File: src/verilog/cad_pkg.sv
package cad_pkg;

  // ==========================================================
  // fixed decode windows
  localparam logic [31:0] REG_BASE = 32'h0F00_0000;
  localparam int REG_SPAN_BITS = 9;
  localparam logic [7:0] BOOT_REGION = 8'h1F;
  localparam int BOOT_MIN_BITS = 21;

  // ==========================================================
  // target numbering
  localparam int NUM_TARGETS = 10;
  localparam int NUM_PROG = 8;
  localparam int NUM_MEM = 5;
  localparam int T_BOOT = 0;
  localparam int T_REG = 1;
  localparam int T_PROG0 = 2;
  localparam int RECOVERY_MEM = 4;

  // ==========================================================
  // processor command lines
  localparam int CMD_DATA_BIT = 4;
  localparam int CMD_WRITE_BIT = 3;
  localparam int CMD_SINGLE_BIT = 2;
  localparam int BLOCK_WORDS = 8;

  // ==========================================================
  // buffers, strap, multiplexing
  localparam int WR_FIFO_WORDS = 8;
  localparam int PF_FIFO_WORDS = 2;
  localparam int DMA_FIFO_WORDS = 8;
  localparam int STRAP_BIT = 11;
  localparam logic [2:0] NUM_MUX_MODES = 3'h5;
  localparam logic [2:0] SD64_MUX_MODE = 3'h4;
  localparam logic [2:0] SD16_BASE_MUX = 3'h3;

  typedef enum logic [2:0] {
    MEM_FLASH,
    MEM_EDO,
    MEM_FPM,
    MEM_SD16,
    MEM_SD64
  } cad_mem_t;

  typedef enum logic [1:0] {
    PH_IDLE,
    PH_WDATA,
    PH_RDATA
  } cad_phase_t;

endpackage

File: src/verilog/cad_fifo.sv
`timescale 1ns/1ps
module cad_fifo #(
  parameter int W = 32,
  parameter int DEPTH = 8
) (
  // clock and reset
  input wire logic clock_i,
  input wire logic rst_n_i,
  // fill side
  input wire logic push_i,
  input wire logic [W-1:0] data_i,
  output logic ready_o,
  // drain side
  output logic valid_o,
  output logic [W-1:0] data_o,
  input wire logic take_i
);

  localparam int AW = (DEPTH > 1) ? $clog2(DEPTH) : 1;

  generate
    if (DEPTH < 2 || (DEPTH & (DEPTH - 1)) != 0) begin : g_bad_depth
      $error("cad_fifo: DEPTH must be a power of two, at least 2");
    end
  endgenerate

  typedef struct packed {
    logic [DEPTH-1:0][W-1:0] mem;
    logic [AW-1:0] wp;
    logic [AW-1:0] rp;
    logic [AW:0] cnt;
    logic ready;
    logic valid;
    logic [W-1:0] data;
  } cad_fifo_t;

  cad_fifo_t st_reg;
  cad_fifo_t st_next;

  // the output word counts toward DEPTH, so ready is exact
  always_comb begin
    logic popped;
    logic pushed;
    popped = 1'b0;
    pushed = 1'b0;
    st_next = st_reg;
    if (take_i && st_reg.valid) begin
      st_next.valid = 1'b0;
    end
    if (!st_next.valid && st_reg.cnt != '0) begin
      st_next.valid = 1'b1;
      st_next.data = st_reg.mem[st_reg.rp];
      st_next.rp = st_reg.rp + 1'b1;
      popped = 1'b1;
    end
    if (push_i && st_reg.ready) begin
      st_next.mem[st_reg.wp] = data_i;
      st_next.wp = st_reg.wp + 1'b1;
      pushed = 1'b1;
    end
    st_next.cnt = st_reg.cnt + {{AW{1'b0}}, pushed} - {{AW{1'b0}}, popped};
    st_next.ready = ({1'b0, st_next.cnt} + {{(AW+1){1'b0}}, st_next.valid})
                    < (AW+2)'(DEPTH);
  end

  always_ff @(posedge clock_i) begin
    if (!rst_n_i) begin
      st_reg <= '0;
      st_reg.ready <= 1'b1;
    end else begin
      st_reg <= st_next;
    end
  end

  assign ready_o = st_reg.ready;
  assign valid_o = st_reg.valid;
  assign data_o = st_reg.data;

endmodule

File: src/verilog/cad_decoder.sv
// What this block does
// - latch address cycle from the muxed bus, classify it with the command lines
// - decode ten targets: boot, registers, base, four modules, two PCI, PCI I/O
// - register window fixed and live from reset; all other non-boot windows programmable
// - boot window placed by configured boot ROM size, not a free base
// - processor side byte order taken from memory mux address bit 11 at reset
// - every other side sees little-endian data only
// - data returned to the processor is paced by the external data valid output
// - all single and block, read and write bus cycles are accepted
// - processor writes to memory go through an eight word write FIFO
// - two word prefetch FIFO serves memory reads for processor or PCI
// - eight word FIFO carries DMA data between memory and PCI either way
// - flash in module slot 4 also answers as fault-recovery boot ROM
// - base memory holding SDRAM is never bank interleaved
// - each module window has its own interleave, mux mode and type
// - flash boot/module; EDO base/module; FPM module; SD16 base/module; SD64 module
// - five row/column mux modes, chosen per base and module window
`timescale 1ns/1ps
module cad_decoder #(
  parameter int BLOCK_WORDS = cad_pkg::BLOCK_WORDS,
  parameter int WR_DEPTH = cad_pkg::WR_FIFO_WORDS,
  parameter int PF_DEPTH = cad_pkg::PF_FIFO_WORDS,
  parameter int DMA_DEPTH = cad_pkg::DMA_FIFO_WORDS
) (
  // clock and reset
  input wire logic clock_i,
  input wire logic rst_n_i,
  // processor bus
  input wire logic [31:0] cpu_muxed_addr_data_bus_i,
  input wire logic [4:0] cpu_command_lines_i,
  input wire logic cpu_valid_n_i,
  output logic [31:0] cpu_read_data_o,
  output logic ext_data_valid_n_o,
  output logic cpu_wr_ready_o,
  output logic cpu_big_endian_bit_o,
  // reset strap
  input wire logic [11:0] memory_mux_address_bus_i,
  // window configuration
  input wire logic [1:0] boot_rom_size_i,
  input wire logic [cad_pkg::NUM_PROG-1:0] range_en_i,
  input wire logic [cad_pkg::NUM_PROG-1:0][31:0] range_base_i,
  input wire logic [cad_pkg::NUM_PROG-1:0][31:0] range_mask_i,
  input wire logic [cad_pkg::NUM_MEM-1:0][2:0] mem_type_i,
  input wire logic [cad_pkg::NUM_MEM-1:0] mem_interleave_i,
  input wire logic [cad_pkg::NUM_MEM-1:0][2:0] mem_mux_mode_i,
  // decoded request
  output logic req_o,
  output logic mem_req_o,
  output logic [cad_pkg::NUM_TARGETS-1:0] target_o,
  output logic [31:0] txn_addr_o,
  output logic txn_write_o,
  output logic txn_block_o,
  output logic recovery_boot_o,
  output logic [2:0] sel_mem_type_o,
  output logic sel_interleave_o,
  output logic [2:0] sel_mux_mode_o,
  output logic bus_err_o,
  output logic cfg_err_o,
  // read data from non-memory targets
  input wire logic alt_rd_valid_i,
  input wire logic [31:0] alt_rd_data_i,
  // memory write drain
  output logic mem_wr_valid_o,
  output logic [31:0] mem_wr_data_o,
  input wire logic mem_wr_take_i,
  // memory read fill and PCI share of prefetch
  input wire logic mem_rd_valid_i,
  input wire logic [31:0] mem_rd_data_i,
  output logic mem_rd_ready_o,
  input wire logic pf_to_pci_i,
  input wire logic pci_pf_take_i,
  output logic pci_pf_valid_o,
  output logic [31:0] pci_pf_data_o,
  // DMA path
  input wire logic dma_dir_i,
  input wire logic mem_dma_push_i,
  input wire logic [31:0] mem_dma_data_i,
  input wire logic pci_dma_push_i,
  input wire logic [31:0] pci_dma_data_i,
  output logic dma_ready_o,
  output logic dma_valid_o,
  output logic [31:0] dma_data_o,
  input wire logic dma_take_i
);

  generate
    if (BLOCK_WORDS < 1 || BLOCK_WORDS > 15) begin : g_bad_block
      $error("cad_decoder: BLOCK_WORDS must be 1 to 15");
    end
  endgenerate

  // ==========================================================
  // state
  typedef struct packed {
    cad_pkg::cad_phase_t phase;
    logic strap_done;
    logic big_endian;
    logic [3:0] words_left;
    logic is_mem;
    logic [cad_pkg::NUM_TARGETS-1:0] target;
    logic req;
    logic mem_req;
    logic write;
    logic block;
    logic [31:0] addr;
    logic recovery;
    logic [2:0] sel_type;
    logic sel_il;
    logic [2:0] sel_mux;
    logic bus_err;
    logic cfg_err;
    logic evalid_n;
    logic [31:0] rdata;
  } cad_state_t;

  cad_state_t st_reg;
  cad_state_t st_next;

  logic [31:0] bus;
  logic addr_cycle;
  logic data_cycle;
  logic [cad_pkg::NUM_PROG-1:0] prog_hit;
  logic [23:0] boot_mask;
  logic reg_hit;
  logic boot_hit;
  logic recovery_hit;
  logic wr_push;
  logic [31:0] wr_data;
  logic wr_ready;
  logic pf_valid;
  logic [31:0] pf_data;
  logic pf_cpu_take;
  logic pf_ready;

  assign bus = cpu_muxed_addr_data_bus_i;
  assign addr_cycle = !cpu_valid_n_i && !cpu_command_lines_i[cad_pkg::CMD_DATA_BIT];
  assign data_cycle = !cpu_valid_n_i && cpu_command_lines_i[cad_pkg::CMD_DATA_BIT];

  // processor byte order to little-endian and back
  function automatic logic [31:0] swap_order(input logic big, input logic [31:0] w);
    swap_order = big ? {w[7:0], w[15:8], w[23:16], w[31:24]} : w;
  endfunction

  // memory type allowed in memory window idx (0 base, 1..4 modules)
  function automatic logic type_ok(input int idx, input logic [2:0] ty, input logic [2:0] mux);
    logic ok;
    ok = 1'b0;
    if (idx == 0) begin
      ok = (ty == cad_pkg::MEM_EDO) ||
           (ty == cad_pkg::MEM_SD16 && mux == cad_pkg::SD16_BASE_MUX);
    end else begin
      ok = (ty <= cad_pkg::MEM_SD64);
    end
    if (mux >= cad_pkg::NUM_MUX_MODES) begin
      ok = 1'b0;
    end
    if (mux == cad_pkg::SD64_MUX_MODE && ty != cad_pkg::MEM_SD64) begin
      ok = 1'b0;
    end
    type_ok = ok;
  endfunction

  // ==========================================================
  // window match
  genvar gi;
  generate
    for (gi = 0; gi < cad_pkg::NUM_PROG; gi++) begin : g_range
      assign prog_hit[gi] = range_en_i[gi] &&
        (((bus ^ range_base_i[gi]) & range_mask_i[gi]) == 32'h0000_0000);
    end
  endgenerate

  assign reg_hit = bus[31:cad_pkg::REG_SPAN_BITS] ==
                   cad_pkg::REG_BASE[31:cad_pkg::REG_SPAN_BITS];
  assign boot_mask = 24'hFF_FFFF << (5'(cad_pkg::BOOT_MIN_BITS) + {3'h0, boot_rom_size_i});
  assign boot_hit = (bus[31:24] == cad_pkg::BOOT_REGION) &&
                    ((bus[23:0] & boot_mask) == boot_mask);
  assign recovery_hit = prog_hit[cad_pkg::RECOVERY_MEM] &&
                        mem_type_i[cad_pkg::RECOVERY_MEM] == cad_pkg::MEM_FLASH;

  // ==========================================================
  // next state
  always_comb begin
    int sel;
    logic [3:0] n_words;
    sel = -1;
    n_words = 4'h0;
    st_next = st_reg;
    st_next.req = 1'b0;
    st_next.mem_req = 1'b0;
    st_next.bus_err = 1'b0;
    st_next.evalid_n = 1'b1;
    wr_push = 1'b0;
    wr_data = swap_order(st_reg.big_endian, bus);
    pf_cpu_take = 1'b0;

    if (!st_reg.strap_done) begin
      st_next.strap_done = 1'b1;
      st_next.big_endian = memory_mux_address_bus_i[cad_pkg::STRAP_BIT];
    end

    case (st_reg.phase)
      cad_pkg::PH_IDLE: begin
        if (addr_cycle) begin
          for (int i = cad_pkg::NUM_PROG - 1; i >= 0; i--) begin
            if (prog_hit[i]) begin
              sel = i;
            end
          end
          st_next.addr = bus;
          st_next.write = cpu_command_lines_i[cad_pkg::CMD_WRITE_BIT];
          st_next.block = !cpu_command_lines_i[cad_pkg::CMD_SINGLE_BIT];
          st_next.target = '0;
          st_next.recovery = 1'b0;
          st_next.is_mem = 1'b0;
          st_next.cfg_err = 1'b0;
          st_next.sel_type = 3'h0;
          st_next.sel_il = 1'b0;
          st_next.sel_mux = 3'h0;
          if (reg_hit) begin
            st_next.target[cad_pkg::T_REG] = 1'b1;
          end else if (boot_hit || recovery_hit) begin
            st_next.target[cad_pkg::T_BOOT] = 1'b1;
            st_next.recovery = !boot_hit;
          end else if (sel >= 0) begin
            st_next.target[cad_pkg::T_PROG0 + sel] = 1'b1;
            if (sel < cad_pkg::NUM_MEM) begin
              st_next.is_mem = 1'b1;
              st_next.sel_type = mem_type_i[sel];
              st_next.sel_mux = mem_type_i[sel] == cad_pkg::MEM_FLASH ? 3'h0 :
                                mem_mux_mode_i[sel];
              st_next.sel_il = mem_interleave_i[sel] &&
                !(sel == 0 && mem_type_i[sel] == cad_pkg::MEM_SD16);
              st_next.cfg_err = !type_ok(sel, mem_type_i[sel], mem_mux_mode_i[sel]);
            end
          end
          if (st_next.target == '0 || st_next.cfg_err) begin
            st_next.bus_err = 1'b1;
          end else begin
            n_words = st_next.block ? 4'(BLOCK_WORDS) : 4'h1;
            st_next.words_left = n_words;
            st_next.req = 1'b1;
            st_next.mem_req = st_next.is_mem || st_next.target[cad_pkg::T_BOOT];
            st_next.is_mem = st_next.mem_req;
            st_next.phase = st_next.write ? cad_pkg::PH_WDATA : cad_pkg::PH_RDATA;
          end
        end
      end
      cad_pkg::PH_WDATA: begin
        if (data_cycle && (!st_reg.is_mem || wr_ready)) begin
          wr_push = st_reg.is_mem;
          st_next.words_left = st_reg.words_left - 4'h1;
          if (st_reg.words_left == 4'h1) begin
            st_next.phase = cad_pkg::PH_IDLE;
          end
        end
      end
      cad_pkg::PH_RDATA: begin
        if (st_reg.is_mem ? (pf_valid && !pf_to_pci_i) : alt_rd_valid_i) begin
          pf_cpu_take = st_reg.is_mem;
          st_next.rdata = swap_order(st_reg.big_endian,
                                     st_reg.is_mem ? pf_data : alt_rd_data_i);
          st_next.evalid_n = 1'b0;
          st_next.words_left = st_reg.words_left - 4'h1;
          if (st_reg.words_left == 4'h1) begin
            st_next.phase = cad_pkg::PH_IDLE;
          end
        end
      end
      default: begin
        st_next.phase = cad_pkg::PH_IDLE;
      end
    endcase
  end

  always_ff @(posedge clock_i) begin
    if (!rst_n_i) begin
      st_reg <= '0;
      st_reg.phase <= cad_pkg::PH_IDLE;
      st_reg.evalid_n <= 1'b1;
    end else begin
      st_reg <= st_next;
    end
  end

  // ==========================================================
  // buffers
  cad_fifo #(.W(32), .DEPTH(WR_DEPTH)) u_wr_fifo (
    .clock_i(clock_i),
    .rst_n_i(rst_n_i),
    .push_i(wr_push),
    .data_i(wr_data),
    .ready_o(wr_ready),
    .valid_o(mem_wr_valid_o),
    .data_o(mem_wr_data_o),
    .take_i(mem_wr_take_i)
  );

  cad_fifo #(.W(32), .DEPTH(PF_DEPTH)) u_pf_fifo (
    .clock_i(clock_i),
    .rst_n_i(rst_n_i),
    .push_i(mem_rd_valid_i),
    .data_i(mem_rd_data_i),
    .ready_o(pf_ready),
    .valid_o(pf_valid),
    .data_o(pf_data),
    .take_i(pf_to_pci_i ? pci_pf_take_i : pf_cpu_take)
  );

  cad_fifo #(.W(32), .DEPTH(DMA_DEPTH)) u_dma_fifo (
    .clock_i(clock_i),
    .rst_n_i(rst_n_i),
    .push_i(dma_dir_i ? mem_dma_push_i : pci_dma_push_i),
    .data_i(dma_dir_i ? mem_dma_data_i : pci_dma_data_i),
    .ready_o(dma_ready_o),
    .valid_o(dma_valid_o),
    .data_o(dma_data_o),
    .take_i(dma_take_i)
  );

  // ==========================================================
  // outputs
  assign cpu_read_data_o = st_reg.rdata;
  assign ext_data_valid_n_o = st_reg.evalid_n;
  assign cpu_wr_ready_o = wr_ready;
  assign cpu_big_endian_bit_o = st_reg.big_endian;
  assign req_o = st_reg.req;
  assign mem_req_o = st_reg.mem_req;
  assign target_o = st_reg.target;
  assign txn_addr_o = st_reg.addr;
  assign txn_write_o = st_reg.write;
  assign txn_block_o = st_reg.block;
  assign recovery_boot_o = st_reg.recovery;
  assign sel_mem_type_o = st_reg.sel_type;
  assign sel_interleave_o = st_reg.sel_il;
  assign sel_mux_mode_o = st_reg.sel_mux;
  assign bus_err_o = st_reg.bus_err;
  assign cfg_err_o = st_reg.cfg_err;
  assign mem_rd_ready_o = pf_ready;
  assign pci_pf_valid_o = pf_valid;
  assign pci_pf_data_o = pf_data;

endmodule

File: config.mk
export PLATFORM = sky130hd
export DESIGN_NAME = cad_decoder
export DESIGN_NICKNAME = d
export VERILOG_FILES = /design/src/verilog/cad_pkg.sv /design/src/verilog/cad_fifo.sv /design/src/verilog/cad_decoder.sv
export SDC_FILE = /design/constraint.sdc
export NUM_CORES = 2
export LEC_CHECK = 0
export BUFFER_PORTS_ARGS = -buffer_cell sky130_fd_sc_hd__buf_2
export CAP_MARGIN = 20
export CORE_AREA = 5 5 362 364
export CTS_BUF_LIST = sky130_fd_sc_hd__clkbuf_2 sky130_fd_sc_hd__clkbuf_4 sky130_fd_sc_hd__clkbuf_8
export CTS_CLUSTER_DIAMETER = 100
export CTS_CLUSTER_SIZE = 25
export DETAILED_ROUTE_END_ITERATION = 12
export DIE_AREA = 0 0 367 369
export RECOVER_POWER = 25
export SLEW_MARGIN = 40
export SYNTH_ARGS = -nofsm -noshare
export SYNTH_HDL_FRONTEND = slang
export SYNTH_SLANG_ARGS = --single-unit
File: constraint.sdc
create_clock -name clock_i -period 4.7 [get_ports clock_i]
set_input_delay 0.235 -clock clock_i [delete_from_list [all_inputs] [get_ports clock_i]]
set_output_delay 0.235 -clock clock_i [all_outputs]
set_load 0.05 [all_outputs]
## Yosys cells after proc, flatten, opt, wreduce, memory -nomap -nowiden

Cells that the tools add are included.

- Register bits after elaboration: 800
- Output and inout bits: 192

- Add/sub/neg operators: 18
- $lt $le $gt $ge: 19
- Equal/unequal tests: 15
- Shift-type cells: 1
- Mux-type cells: 109
- Bitwise logic cells: 20
- Reductions and logical operators: 71

Operator list:

| operator | count |
|---|---|
| 32-bit 2-to-1 mux | 21 |
| 256-bit bitwise mux | 2 |
| 32-bit zero test | 9 |
| 32-bit bitwise AND | 8 |
| 32-bit bitwise XOR | 8 |
| 32-bit binary-select mux with 3-bit select | 2 |
| 32-bit demux with 3-bit select | 2 |
| 33-bit 2-to-1 mux | 4 |
| 64-bit bitwise mux | 1 |
| 32-bit by 1-bit greater-or-equal comparator with 1-bit output, second input constant | 2 |
| 61-bit 2-to-1 mux | 1 |
| 1-bit 2-to-1 mux | 44 |
| 3-bit by 32-bit adder with 32-bit output, first input constant | 1 |
| 32-bit demux with 1-bit select | 1 |
| 32-bit by 4-bit < comparator with 1-bit output, second input constant | 1 |
| 32-bit by 5-bit < comparator with 1-bit output, second input constant | 1 |
| 32-bit by 6-bit < comparator with 1-bit output, second input constant | 1 |
| 1-bit logical AND | 31 |
| 9-bit 2-to-1 mux | 3 |
| 24-bit bitwise AND | 1 |
| 24-bit equality test | 1 |
| 24-bit by 5-bit left shift with 24-bit output, first input constant | 1 |
| 23-bit by 19-bit equality test with 1-bit output, second input constant | 1 |
| 7-bit 2-to-1 mux | 3 |
| 53 further kinds | 103 |

## Depth between registers and ports, before layout

- Depth after elaboration: 40
- Gate-level depth with buffers: 22
- Gate-level depth less buffers: 20

## Hierarchy

From an unflattened synthesis, not the netlist that was laid out.

- Cells, all modules: 5115
- Area, all modules: 43554.3 um^2

Modules (own cells, without submodules):

| module | times used | cells each | area each (um^2) |
|---|---|---|---|
| cad_fifo at u_dma_fifo | 1 | 1527 | 13599.3 |
| cad_fifo at u_wr_fifo | 1 | 1528 | 13599.3 |
| cad_decoder | 1 | 1575 | 12050.3 |
| cad_fifo at u_pf_fifo | 1 | 485 | 4305.4 |

## Worst setup path before layout

Ideal clock, no wire load.

- Path kind: input -> register
- Start: in cpu_muxed_addr_data_bus_i[1]
- End: reg st_reg[96] (netlist name)
- Library setup time: 0.087 ns
- Arrival time: 3.540 ns
- Slack: 1.073 ns
- Stages on the path: 20
- Path buffers: 2
- Cell sequence: buf_4 xor2_1 a22oi_1 and3_1 and3_1 and2_1 a2111oi_2 buf_2 and2_1 inv_1 ha_1 nor3_1 nand3b_1 a21oi_1 nand2_1 nand2_1 o21ai_0 a21o_1 or4_1 o31ai_1

- Cells in the longest elaborated chain, start to end: 38

RTL lines:

| item | RTL line | source |
|---|---|---|
| start, declared | cad_decoder.sv:29 | `input wire logic [31:0] cpu_muxed_addr_data_bus_i,` |
| branches (longest 35 deep; another with 32-bit bitwise XOR) | -- |  |
| 1-bit logical OR (*) | cad_decoder.sv:237 | `if (st_next.target == '0 \|\| st_next.cfg_err) begin` |
| 2-bit inequality test (no line) (*) | -- |  |
| 4-bit AND reduction (no line) (*) | -- |  |
| end signal, assigned | cad_decoder.sv:282 | `st_reg <= st_next;` |
| end, declared | cad_decoder.sv:116 | `cad_state_t st_reg;` |

Mark *: on every way between the ends. The select of a mux whose other input is x is not followed.
A chain may end at the register's enable or synchronous reset.

## Final worst setup path

- Start: in cpu_muxed_addr_data_bus_i[1]
- End: reg st_reg[90] (netlist name)

- Cells in the longest elaborated chain, start to end: 38

RTL lines:

| item | RTL line |
|---|---|
| branches (longest 35 deep; another with 32-bit bitwise XOR) | -- |
| 1-bit logical OR (*) | cad_decoder.sv:237 |
| 2-bit inequality test (no line) (*) | -- |
| 5-bit AND reduction (no line) (*) | -- |

Marked as above.

==> out/qor.yml <==
placement:
  dpl-instance-area_um2: 45400
  post-dp-hpwl_um: 160000
  globalplace.congestion: 1.09
  io_buffers: 924
power:
  power_leakage_nw: 16.8
  p_switching_mw: 7.45
  power_frac_clock: 0.176
  cellInternalPower_mw: 10.4
  power_density_nw_per_um2: 381
  peakVddDrop_mv: 0.353
  power.share.sequential: 0.452
  combinationalPowerShare: 0.372
  totalPowerFinal_mw: 17.9
  sw_frac_of_total: 0.416
clock_network:
  worst_setup_hold_path_clk_slew_ns: 0.15
  clock_sinks: 800
  post_cts.repair.setup_buffers: 0
  cts_hold_buffers: 86
  clock_insertion_delay_worst_skew_ns: 0.70
  cts-buffers-inserted: 40
  clockBufferDepth: 3
  cts-resized-gates: 0
  htree_num_levels: 2
  tritoncts: "built"
  clockRootBuffer: "clkbuf_8"
setup_path:
  timing.critical_path.to_type: "flip-flop"
  startpoint_type: "primary input"
  critical-path-slowest-cell: "nor4_1"
  critical_path.max_stage_delay_ns: 0.64
  arrival_ns: 5.08
  critPathMaxFanout: 6
  worst_ep_required_time_ns: 5.25
  timing.critical_path.cells: "dlygate4sd3_1 -> buf_2 -> buf_4 -> xor2_1 -> a22oi_1 -> nand4_1 -> nor4_1 -> a2bb2oi_1 -> o311ai_2 -> o211a_1 -> nand2_1 -> a211oi_1 -> o22a_1 -> nor3_1 -> o41ai_1 -> a21oi_1"
  setup.worst_path.class: "primary input to flip-flop"
floorplanning:
  initial_core_util: 0.314
  die_h_um: 369
  coreArea_um2: 127000
  die_width_um: 367
  die_area_um2: 135000
  rows: 131
  top_level_ports: 938
min_path:
  min-delay-path-class: "primary input to flip-flop"
synth:
  post-synth-top-area-cell: "dfxtp_1"
  synth.cells.most_frequent: "800 x dfxtp_1, 751 x nor2_1, 633 x a211oi_1"
  post-synth-top-count-cell: "dfxtp_1"
  yosys-top-cells-area: "dfxtp_1 40%, a211oi_1 12%, mux4_2 7.2%, nor2_1 7.1%, xor2_1 5.8%"
  syn_nets: 5135
  asyncSetResetFlopFracSynth: 0
  synth_cell_types: 76
  syn-instance-count: 4360
  yosysWarnings: 0
  postSynthRegisterBits: 800
  mappedNetlistArea_um2: 39900
  syn_avg_cell_area_um2: 9.15
  synth-seq-area-share: 0.401
  prevailing_post_synth_register_cell: "dfxtp_1"
  synthDominantCellAreaShare: 0.401
  synth-edff-count: 0
sta:
  slew_worst_pin_ns: 1.91
  timing.clock.skew_ns: 0.0494
  timing.final.max_slew_violations: 115
  timing.setup.tns_ns: 0
  timing.final.crit_share: 0.965
  number_of_failing_hold_endpoints_at_the_final_stage: 0
  timing.final.setup_violations: 0
  timing.slew.headroom: -0.272
  max_freq_mhz: 221
  grt_setup_unrepaired: "false"
  min_cycle_time_layout_ns: 4.53
routing:
  ant_nets: 0
  wl_um: 202000
  viasPerCell: 5.52
  detail_route.first_pass.iterations: 6
  drt-initial-drc-count: 4147
  avgRoutedWirePerCell_um: 29.9
  num_vias: 37300
  drc: 0
global_routing:
  maximum_number_of_pins_on_one_net_before_global_route_repair: 197
  grt.busiest_layer: "met2"
  globalRouteTotalUtil: 0.283
  grt_overflow: 0
  first_global_vias: 35100
  gr-usage-met2: 0.425
  global_route.usage.met1: 0.401
  grt.met3_usage: 0.0735
  wire_length_of_the_first_global_routing_pass_um: 277000
  grt_antenna_before_repair: 70
cells_and_area:
  net_count_reported_at_finish: 5814
  signed_area_change_from_the_synthesized_netlist_to_the_final_layout_pct: 17.7
  finish.instance_area_um2: 47000
  final_layout_size_suffix_gt1_frac: 0.229
  nFillCells: 13100
status:
  run_status: "finished with violations"
  violated_checks: "max-capacitance violations, max-slew violations"
job:
  max-cap-violations: 3
## critical path: cells and delay by family
family | cells | cell delay (ns)
AOI/OAI and AO/OA | 8 | 2.62
buffers and inverters | 3 | 1.15
and+or+nand+nor | 4 | 0.94
xor gates and xnor gates | 1 | 0.13
## placed cells by master, fill, tap and decap left out, drive strengths merged, types with 5 or more instances in the layout
cell type / netlist / layout
nor2: 752 / 752
nor3: 17 / 17
a31oi: 6 / 6
diode: 0 / 35
mux2: 20 / 20
a21oi: 178 / 178
nor2b: 7 / 7
nand2b: 11 / 11
a222oi: 10 / 10
nand4: 64 / 64
o211ai: 10 / 10
a22o: 17 / 17
a221oi: 14 / 14
and3: 15 / 15
ha: 27 / 27
a211oi: 634 / 634
nor4: 22 / 22
xor2: 263 / 263
a21o: 8 / 8
o21ai: 15 / 15
mux2i: 188 / 188
mux4: 128 / 128
a22oi: 173 / 173
dfxtp: 800 / 800
inv: 40 / 45
xnor2: 6 / 6
and2: 18 / 18
nand3: 19 / 19
dlygate4sd3: 0 / 86
clkbuf: 278 / 237
buf: 236 / 873
nand2: 309 / 309
o2111ai: 5 / 5
## stage by stage
stage	setup slack [ns]	utilization	hold slack, ns	instances
floorplan	1.07	-	0.263	4360
global placement	0.107	0.355	0.441	6559
detailed placement	0.0993	0.358	0.443	6568
CTS	0.399	0.370	0.000306	6709
global route	0.105	0.369	0.00566	6726
finish	0.166	0.370	0.0433	6749
## power groups by stage
stage | logic [mW] | clock network (mW) | registers [mW]
3_3_place_gp | 6.39 | 0 | 8.36
2_1_floorplan | 4.95 | 0 | 7.90
5_1_grt | 7.07 | 3.49 | 8.16
4_1_cts | 6.67 | 3.28 | 8.14
3_5_place_dp | 6.59 | 0 | 8.29
6_report | 6.66 | 3.15 | 8.08
## final timing paths
kind / startpoint / end / slack [ns] / cells after the start
worst max-delay path: cpu_muxed_addr_data_bus_i[1] / st_reg[90]$_SDFFE_PN0P_ / 0.17 / 16
worst min-delay path: mem_dma_data_i[2] / u_dma_fifo.st_reg[206]$_SDFFE_PN0P_ / 0.04 / 3
worst max register to register: st_reg[97]$_SDFFE_PN0P_ / u_wr_fifo.st_reg[289]$_SDFFE_PN0P_ / 1.55 / 9
worst min register to register: recovery_boot_o$_SDFFE_PN0P_ / recovery_boot_o$_SDFFE_PN0P_ / 0.46 / 2
## kinds of logic after synthesis
logic type,synth area share
buf+inv,0.0717
xor+xnor,0.0590
mux,0.125
compound gates,0.202
fa+ha+maj,0.00947
flops,0.401
simple gates,0.131
## layer usage
layer | part of all wire | vias up
met2 | 0.43 | 1706
met5 | 0.00084 | -
met3 | 0.093 | 271
met1 | 0.45 | 18200
li1 | - | 17000
met4 | 0.032 | 28
## layout make-up
cell class / instances / area, um^2 / area share
diodes: 35 / 87.6 / 0.00186
clock buffers: 45 / 588 / 0.0125
clock inverters: 10 / 131 / 0.00280
inverters: 40 / 158 / 0.00336
multi-input cells: 3006 / 21300 / 0.453
flip-flops and latches: 800 / 16000 / 0.341
well taps: 1662 / 2080 / 0.0443
repair buffers: 1151 / 6610 / 0.141
No activity file was read; power rests on OpenSTA's default activity.
